## src/verilog/ipm_pkg.sv

```systemverilog
/*
  Shared constants and carrier types for the incremental PID compensator.
  Assumes a single 125 MHz clock and signed 16-bit fixed-point operands.
*/
`default_nettype none
package ipm_pkg;
  localparam int DATA_W    = 16;
  localparam int ACC_W     = 40;
  localparam int COEF_FRAC = 12;
  localparam int CLK_MHZ   = 125;
  // Loop time budget in ns and derived cycle count (longest time, rounded down).
  localparam int LOOP_NS     = 2000;
  localparam int LOOP_CYCLES = (LOOP_NS * CLK_MHZ) / 1000;
  localparam logic [DATA_W-1:0] OUT_RESET = 16'h0000;
  localparam logic [DATA_W-1:0] ERR_RESET = 16'h0000;
  localparam logic [ACC_W-1:0]  ACC_RESET = 40'h00_0000_0000;

  typedef struct packed {
    logic signed [DATA_W-1:0] proportional_gain;
    logic signed [DATA_W-1:0] integral_gain;
    logic signed [DATA_W-1:0] derivative_gain;
  } ipm_gains_t;

  typedef struct packed {
    logic signed [DATA_W-1:0] lower;
    logic signed [DATA_W-1:0] upper;
    logic        [DATA_W-1:0] period;
  } ipm_limits_t;

  typedef enum logic [2:0] {
    ST_IDLE  = 3'b000,
    ST_ERR   = 3'b001,
    ST_MAC0  = 3'b011,
    ST_MAC1  = 3'b010,
    ST_MAC2  = 3'b110,
    ST_CLAMP = 3'b111,
    ST_WAIT  = 3'b101
  } ipm_state_t;
endpackage : ipm_pkg
`default_nettype wire

```

## src/verilog/ipm_loop.sv

```systemverilog
/*
  Incremental PID loop: error formation, three-step MAC over two operand banks,
  range check and PWM duty clamp, at most one update per PWM period.
  Assumes SAMPLE_VALID and PERIOD_START come from logic on MCLK, and that gains
  are in signed Q3.12 with T already folded in (k_i*T and k_d/T).
*/
`timescale 1ns/1ps
`default_nettype none
// Operation
// RULE1: error is reference minus measured feedback
// RULE2: coefficients derived from gains and period
// RULE3: output adds weighted current and prior errors
// RULE4: signed 16x16 products into 40-bit accumulator
// RULE5: each MAC step multiplies, accumulates, reloads, advances
// RULE6: two operand banks with separate address generators
// RULE7: whole computation finishes within two microseconds
// RULE8: new output checked against configured range
// RULE9: at most one update per PWM period
// RULE10: duty written, never exceeding PWM period
// RULE11: reset clears history; accumulator seeded each computation
module ipm_loop (
  // Clock and reset
  input  wire logic                MCLK,
  input  wire logic                RESET,
  // Feedback sample and reference
  input  wire logic                SAMPLE_VALID,
  input  wire logic signed [15:0]  FEEDBACK,
  input  wire logic signed [15:0]  REFERENCE,
  // Configuration
  input  wire ipm_pkg::ipm_gains_t  GAINS,
  input  wire ipm_pkg::ipm_limits_t LIMITS,
  // PWM side
  input  wire logic                PERIOD_START,
  output logic             [15:0]  DUTY,
  output logic                     DUTY_VALID,
  output logic                     RANGE_FAULT,
  output logic                     BUSY
);
  ipm_pkg::ipm_state_t state;
  logic signed [15:0] coef_bank [0:2];
  logic signed [15:0] err_bank  [0:2];
  logic        [1:0]  coef_ptr;
  logic        [1:0]  err_ptr;
  logic signed [15:0] coef_op;
  logic signed [15:0] err_op;
  logic signed [39:0] acc;
  logic signed [15:0] prev_out;
  logic               updated_this_period;
  logic signed [15:0] latched_fb;
  logic               pending;

  // Full-precision product; the Q3.12 fraction is dropped once, after the last step,
  // so truncation does not build up across the three terms.
  function automatic logic signed [39:0] mac_term(input logic signed [15:0] a,
                                                  input logic signed [15:0] b);
    logic signed [31:0] p;
    p = a * b;
    mac_term = 40'(p);
  endfunction : mac_term

  function automatic logic signed [15:0] sat16(input logic signed [39:0] v);
    if (v > 40'sh00_0000_7fff)
      sat16 = 16'sh7fff;
    else if (v < -40'sh00_0000_8000)
      sat16 = -16'sh8000;
    else
      sat16 = v[15:0];
  endfunction : sat16

  // Coefficients follow the gains while idle and hold during a computation; a change takes effect next sample.
  always_ff @(posedge MCLK or posedge RESET) begin
    if (RESET) begin
      coef_bank[0] <= ipm_pkg::ERR_RESET;
      coef_bank[1] <= ipm_pkg::ERR_RESET;
      coef_bank[2] <= ipm_pkg::ERR_RESET;
    end else if (state == ipm_pkg::ST_IDLE) begin
      coef_bank[0] <= 16'(GAINS.proportional_gain + GAINS.integral_gain
                          + GAINS.derivative_gain); // RULE2
      coef_bank[1] <= 16'(-(GAINS.proportional_gain
                            + (GAINS.derivative_gain <<< 1))); // RULE2
      coef_bank[2] <= GAINS.derivative_gain; // RULE2
    end
  end

  // A sample arriving mid-computation is held, not lost; the newest one wins.
  always_ff @(posedge MCLK or posedge RESET) begin
    if (RESET) begin
      pending    <= 1'b0;
      latched_fb <= ipm_pkg::ERR_RESET;
    end else if (SAMPLE_VALID) begin
      pending    <= 1'b1;
      latched_fb <= FEEDBACK;
    end else if (state == ipm_pkg::ST_IDLE && pending && !updated_this_period
                 && !PERIOD_START) begin
      pending <= 1'b0;
    end
  end

  always_ff @(posedge MCLK or posedge RESET) begin
    // An update finishing on a period start lands in the new period, so the set wins.
    if (RESET)
      updated_this_period <= 1'b0;
    else if (state == ipm_pkg::ST_CLAMP)
      updated_this_period <= 1'b1; // RULE9
    else if (PERIOD_START)
      updated_this_period <= 1'b0;
  end

  always_ff @(posedge MCLK or posedge RESET) begin
    if (RESET)
      state <= ipm_pkg::ST_IDLE;
    else
      case (state)
        ipm_pkg::ST_IDLE:
          if (pending && !updated_this_period && !PERIOD_START)
            state <= ipm_pkg::ST_ERR; // RULE9
        ipm_pkg::ST_ERR:   state <= ipm_pkg::ST_MAC0;
        ipm_pkg::ST_MAC0:  state <= ipm_pkg::ST_MAC1;
        ipm_pkg::ST_MAC1:  state <= ipm_pkg::ST_MAC2;
        ipm_pkg::ST_MAC2:  state <= ipm_pkg::ST_CLAMP;
        ipm_pkg::ST_CLAMP: state <= ipm_pkg::ST_IDLE;
        default:           state <= ipm_pkg::ST_IDLE;
      endcase
  end

  // Error history: slot 0 newest. Shifted once per computation, in ST_CLAMP after the MACs.
  always_ff @(posedge MCLK or posedge RESET) begin
    if (RESET) begin
      err_bank[0] <= ipm_pkg::ERR_RESET; // RULE11
      err_bank[1] <= ipm_pkg::ERR_RESET; // RULE11
      err_bank[2] <= ipm_pkg::ERR_RESET; // RULE11
    end else if (state == ipm_pkg::ST_ERR) begin
      err_bank[0] <= sat16(40'(REFERENCE) - 40'(latched_fb)); // RULE1
    end else if (state == ipm_pkg::ST_CLAMP) begin
      err_bank[2] <= err_bank[1];
      err_bank[1] <= err_bank[0];
    end
  end

  // Two banks, each with its own pointer and read port, fetched in the same cycle.
  always_ff @(posedge MCLK or posedge RESET) begin
    if (RESET) begin
      coef_ptr <= 2'h0;
      err_ptr  <= 2'h0;
      coef_op  <= ipm_pkg::ERR_RESET;
      err_op   <= ipm_pkg::ERR_RESET;
    end else if (state == ipm_pkg::ST_ERR) begin
      coef_ptr <= 2'h1;
      err_ptr  <= 2'h1;
      coef_op  <= coef_bank[0];
      err_op   <= sat16(40'(REFERENCE) - 40'(latched_fb)); // RULE1
    end else if (state == ipm_pkg::ST_MAC0 || state == ipm_pkg::ST_MAC1) begin
      coef_op  <= coef_bank[coef_ptr]; // RULE6
      err_op   <= err_bank[err_ptr]; // RULE6
      coef_ptr <= coef_ptr + 2'h1; // RULE5
      err_ptr  <= err_ptr + 2'h1; // RULE5
    end
  end

  always_ff @(posedge MCLK or posedge RESET) begin
    if (RESET)
      acc <= ipm_pkg::ACC_RESET;
    else if (state == ipm_pkg::ST_ERR)
      acc <= 40'(prev_out) <<< ipm_pkg::COEF_FRAC; // RULE11
    else if (state == ipm_pkg::ST_MAC0 || state == ipm_pkg::ST_MAC1
             || state == ipm_pkg::ST_MAC2)
      acc <= acc + mac_term(coef_op, err_op); // RULE3 RULE4 RULE5
  end

  // Clamp both to the configured range and to the PWM period.
  // The range test sees the unsaturated sum, so an overflow past a limit is flagged.
  logic signed [39:0] whole;
  logic signed [15:0] ranged;
  logic               out_of_range;
  always_comb begin
    whole        = acc >>> ipm_pkg::COEF_FRAC;
    ranged       = sat16(whole);
    out_of_range = 1'b0;
    if (whole > 40'(LIMITS.upper)) begin
      ranged       = LIMITS.upper; // RULE8
      out_of_range = 1'b1;
    end else if (whole < 40'(LIMITS.lower)) begin
      ranged       = LIMITS.lower; // RULE8
      out_of_range = 1'b1;
    end
    if (ranged < 16'sh0000)
      ranged = 16'sh0000;
    if ($unsigned(ranged) > LIMITS.period)
      ranged = $signed(LIMITS.period); // RULE10
  end

  always_ff @(posedge MCLK or posedge RESET) begin
    if (RESET) begin
      prev_out    <= ipm_pkg::OUT_RESET; // RULE11
      DUTY        <= ipm_pkg::OUT_RESET;
      DUTY_VALID  <= 1'b0;
      RANGE_FAULT <= 1'b0;
    end else begin
      DUTY_VALID <= (state == ipm_pkg::ST_CLAMP);
      if (state == ipm_pkg::ST_CLAMP) begin
        prev_out    <= ranged;
        DUTY        <= ranged; // RULE10
        RANGE_FAULT <= out_of_range; // RULE8
      end
    end
  end

  always_ff @(posedge MCLK or posedge RESET) begin
    if (RESET)
      BUSY <= 1'b0;
    else
      BUSY <= (state != ipm_pkg::ST_IDLE) && (state != ipm_pkg::ST_CLAMP);
  end

  // Helper: cycles since a computation began.
  logic [15:0] run_cnt;
  always_ff @(posedge MCLK or posedge RESET) begin
    if (RESET)
      run_cnt <= 16'h0000;
    else if (state == ipm_pkg::ST_IDLE)
      run_cnt <= 16'h0000;
    else
      run_cnt <= run_cnt + 16'h0001;
  end

  // Helper: an update was shown in this PWM period. An update on the period start
  // still belongs to the period that ends, so the clear wins here.
  logic upd_seen;
  always_ff @(posedge MCLK or posedge RESET) begin
    if (RESET)
      upd_seen <= 1'b0;
    else if (PERIOD_START)
      upd_seen <= 1'b0;
    else if (DUTY_VALID)
      upd_seen <= 1'b1;
  end

  loop_budget_a: assert property (@(posedge MCLK) disable iff (RESET) // RULE7
    run_cnt < 16'(ipm_pkg::LOOP_CYCLES)) else $error("loop exceeded time budget");
  five_cycle_a: assert property (@(posedge MCLK) disable iff (RESET) // RULE5
    state == ipm_pkg::ST_ERR |-> ##4 state == ipm_pkg::ST_CLAMP ##1 DUTY_VALID)
    else $error("computation did not take five cycles");
  duty_period_a: assert property (@(posedge MCLK) disable iff (RESET) // RULE10
    DUTY_VALID |-> DUTY <= LIMITS.period) else $error("duty above period");
  one_update_a: assert property (@(posedge MCLK) disable iff (RESET) // RULE9
    DUTY_VALID |-> !upd_seen)
    else $error("second update within one period");
  seed_acc_a: assert property (@(posedge MCLK) disable iff (RESET) // RULE11
    state == ipm_pkg::ST_ERR |=> acc == (40'($past(prev_out)) <<< ipm_pkg::COEF_FRAC))
    else $error("accumulator not seeded from previous output");
  error_form_a: assert property (@(posedge MCLK) disable iff (RESET) // RULE1
    state == ipm_pkg::ST_ERR && !$past(SAMPLE_VALID) |=>
      err_bank[0] == sat16(40'($past(REFERENCE)) - 40'($past(latched_fb))))
    else $error("error is not reference minus feedback");
  dual_fetch_a: assert property (@(posedge MCLK) disable iff (RESET) // RULE6
    state == ipm_pkg::ST_MAC0 |=> coef_op == $past(coef_bank[1])
      && err_op == $past(err_bank[1])) else $error("dual fetch wrong operands");
  range_flag_a: assert property (@(posedge MCLK) disable iff (RESET) // RULE8
    DUTY_VALID && !RANGE_FAULT |-> $signed(DUTY) <= LIMITS.upper)
    else $error("range check missed");
endmodule : ipm_loop
`default_nettype wire

```

## config.mk

```make
export PLATFORM = sky130hd
export DESIGN_NAME = ipm_loop
export DESIGN_NICKNAME = d
export VERILOG_FILES = /design/src/verilog/ipm_pkg.sv /design/src/verilog/ipm_loop.sv
export SDC_FILE = /design/constraint.sdc
export NUM_CORES = 2
export LEC_CHECK = 0
export BUFFER_PORTS_ARGS = -buffer_cell sky130_fd_sc_hd__buf_2
export CAP_MARGIN = 40
export CORE_AREA = 2 2 154 306
export DETAILED_ROUTE_END_ITERATION = 10
export DIE_AREA = 0 0 156 308
export HOLD_SLACK_MARGIN = 0.06
export PLACE_DENSITY = 0.75
export SYNTH_ARGS = -nofsm -noshare
export SYNTH_HDL_FRONTEND = slang
export SYNTH_SLANG_ARGS = --single-unit
```

## constraint.sdc

```tcl
create_clock -name MCLK -period 7.1 [get_ports MCLK]
set_input_delay 1.42 -clock MCLK [delete_from_list [all_inputs] [get_ports MCLK]]
set_output_delay 1.42 -clock MCLK [all_outputs]
set_load 0.1 [all_outputs]
```

==> flow_metrics.tcl <==
set metrics [dict create \
    status "finished clean" \
    first_pass_iters 7 \
    worst_slew_pin_slew_ps 1200 \
    holdCritPathClass "flip-flop to flip-flop" \
    cts.sinks 212 \
    grt_start_max_net_pins 160 \
    fin_crit_ps 6860 \
    yosysWarnings 0 \
    initial_core_util 0.574 \
    grt_pass1_wl_um 130000 \
    crit_buf_inv 7 \
    syn_area_um2 26200 \
    fillers 3891 \
    clk_pin_slew_worst_paths_ps 80 \
    dpl.hpwl_um 67800 \
    synth_cells 2984 \
    synthTopCellsByArea "fa_1 27%, dfrtp_1 20%, ha_1 12%" \
    synth_seq_cells 212 \
    rsz0062_at_grt "false" \
    vias_per_cell 5.92 \
    pin_count 151 \
    synth_top_area_share 0.266 \
    routedWlPerCell_um 22.1 \
    htreeDepth 1 \
    final.setup.tns_ps 0 \
    critPathCaptureType "flip-flop" \
    wl_um 82600 \
    drv_cap 0 \
    most-common-layout-cells "521 x inv_1, 432 x nand2_1, 348 x fa_1, 243 x ha_1, 195 x dfrtp_1" \
    layout-drive-gt1-share 0.109 \
    critPathKind "flip-flop to flip-flop" \
    synthDistinctLibCells 69 \
    fin_crit_sh 0.967 \
    drt_iter0_markers 1384 \
    hold_buffers 0 \
    overflow 0 \
    place_ws_ps -60.3 \
    rows 111 \
    antenna_found_initial 8 \
    critPathArrivalTime_ps 7370 \
    cts_made_buffers 23 \
    cts_tree "yes" \
    grt_pass1_vias 24000 \
    path_cells "nand2_1 > fa_1 > inv_1 > fa_1 > inv_1 > fa_1 > inv_1 > fa_1 > fa_1 > inv_1 > fa_1 > inv_1 > ha_1 > inv_1 > o41ai_2 > a31oi_1 > buf_4 > o211ai_1 > nand4_1 > a21o_1 > nand3_1" \
    setup_viol 0 \
    cts_setup_buffers 0 \
    r2r_slack_ps 240 \
    final_common_cell "inv_1" \
    num_vias 22100 \
    die_area_um2 48000 \
    die_y_um 308 \
    worstSkewPairLatency_ps 570 \
    crit_fanout 17 \
    cp_slowest_stage_delay_ps 800 \
    syn2layout_area_growth_pct 10.2 \
    track_usage 0.357 \
    start_kind "flip-flop" \
    max_freq_ghz 0.146 \
    coreArea_um2 45700 \
    port_buffers 150 \
    synth_edf_count 0 \
    synthFlopType "dfrtp_1" \
    required_ps 7610 \
    r2r_cells 21 \
    drtAntennaViolNets 0 \
    finalHoldViolCount 0 \
    syn_avg_cell_area_um2 8.78 \
    crit_slowest_cell "dfrtp_1" \
    cts_buffer_depth 3 \
    synthArstFlopShare 1.00 \
    startpoint "coef_op[8]$_DFFE_PP0P_" \
    relSlewSlack 0.198 \
    path_depth 21 \
    nNetsFinal 3867 \
    slew_violations 0 \
    gp_congestion 1.02 \
    final.setup.worst_slack_ps 237 \
    syn_nets 3707 \
    endpoint "acc[39]$_DFFE_PP0P_" \
    rr_endpoint "acc[39]$_DFFE_PP0P_" \
    cts-root-buf "clkbuf_16" \
    crit_family "adder cells" \
    die_width_um 156 \
    fin_skew_ps 46.5 \
    yosysSeqAreaShare 0.202 \
    yosys.area.top_type "fa_1" \
    drc_errors 0 \
    rr_startpoint "coef_op[8]$_DFFE_PP0P_" \
]
## per-stage QoR
step | utilization | area (um^2) | std cells | hold slack, ps
final | 0.632 | 28900 | 3730 | 479
after floorplan | - | 26200 | 2984 | 445
after global placement | 0.612 | 27900 | 3674 | 455
after detailed placement | 0.614 | 28100 | 3684 | 465
after CTS | 0.631 | 28800 | 3725 | 481
after global routing | 0.632 | 28900 | 3727 | 505
## how the worst min path moves through the flow
| stage | from | endpoint | slack, ps | cells past startpoint |
|---|---|---|---|---|
| after floorplan | coef_bank[14]$_DFFE_PP0P_ | coef_bank[14]$_DFFE_PP0P_ | 450 | 2 |
| after global placement | RANGE_FAULT$_DFFE_PP0P_ | RANGE_FAULT$_DFFE_PP0P_ | 450 | 2 |
| after detailed placement | err_bank[4]$_DFFE_PP0P_ | err_bank[4]$_DFFE_PP0P_ | 460 | 2 |
| after CTS | err_bank[4]$_DFFE_PP0P_ | err_bank[4]$_DFFE_PP0P_ | 480 | 2 |
| after global routing | coef_bank[9]$_DFFE_PP0P_ | coef_bank[9]$_DFFE_PP0P_ | 500 | 2 |
| final | err_bank[4]$_DFFE_PP0P_ | err_bank[4]$_DFFE_PP0P_ | 480 | 2 |
## cell families (layout without fill, tap and decap cells)
kind of cell / after synthesis / count (layout) / synth area share
mux: 45 / 45 / 0.0175
fa+ha+maj: 591 / 591 / 0.382
xor+xnor: 73 / 73 / 0.0244
compound gates: 524 / 524 / 0.123
buf+inv: 638 / 814 / 0.0923
flops: 212 / 212 / 0.202
other cells: 0 / 5 / 0
simple gates: 901 / 901 / 0.159
## worst min-delay path, delay by kind of cell, from the launching register on
| kind | cells | cell delay, ps |
|---|---|---|
| DFF | 1 | 340 |
| and+or+nand+nor | 2 | 100 |
## layer usage
metal	up-vias	part of all wire	global-route usage
li1	9920	-	-
met2	971	0.51	0.643
met5	-	0.00025	0
met3	351	0.064	0.0504
met1	10800	0.33	0.379
met4	4	0.087	0.254
## registers in the layout (all words and copies together) (netlist names)
signal,flops
coef_bank,48
coef_op,16
coef_ptr,2
BUSY,1
state,3
RANGE_FAULT,1
acc,40
prev_out,16
DUTY_VALID,1
err_ptr,2
err_bank,48
err_op,16
pending,1
latched_fb,16
updated_this_period,1
## repair_timing
action	4_1_cts	5_1_grt
setup endpoints to repair	4	10
cloned	0	0
gates resized for setup	2	20
## cell usage after synthesis, drive strengths merged, types with 23 or more instances
master,instances
xnor2,39
o21ai,176
fa,348
and2,116
mux2i,42
dfrtp,212
nand3,25
ha,243
clkbuf,104
nor3,39
a22oi,32
a21oi,135
xor2,34
nor2,151
nand2,434
a21o,34
inv,522
nand2b,23
## final cells by class
cell class,count,area [um^2],share of cell area
Antenna cell,5,12.5,0.000433
Clock buffer,32,659,0.0228
Clock inverter,9,108,0.00373
Inverter,524,1970,0.0682
Multi-Input combinational cell,2134,18500,0.641
Sequential cell,212,5330,0.184
Tap cell,565,707,0.0245
Timing Repair Buffer,249,1580,0.0546
Power is left out: the tool's default activity adds up to more than one toggle a clock period on the data nets, which glitch-free logic cannot reach.
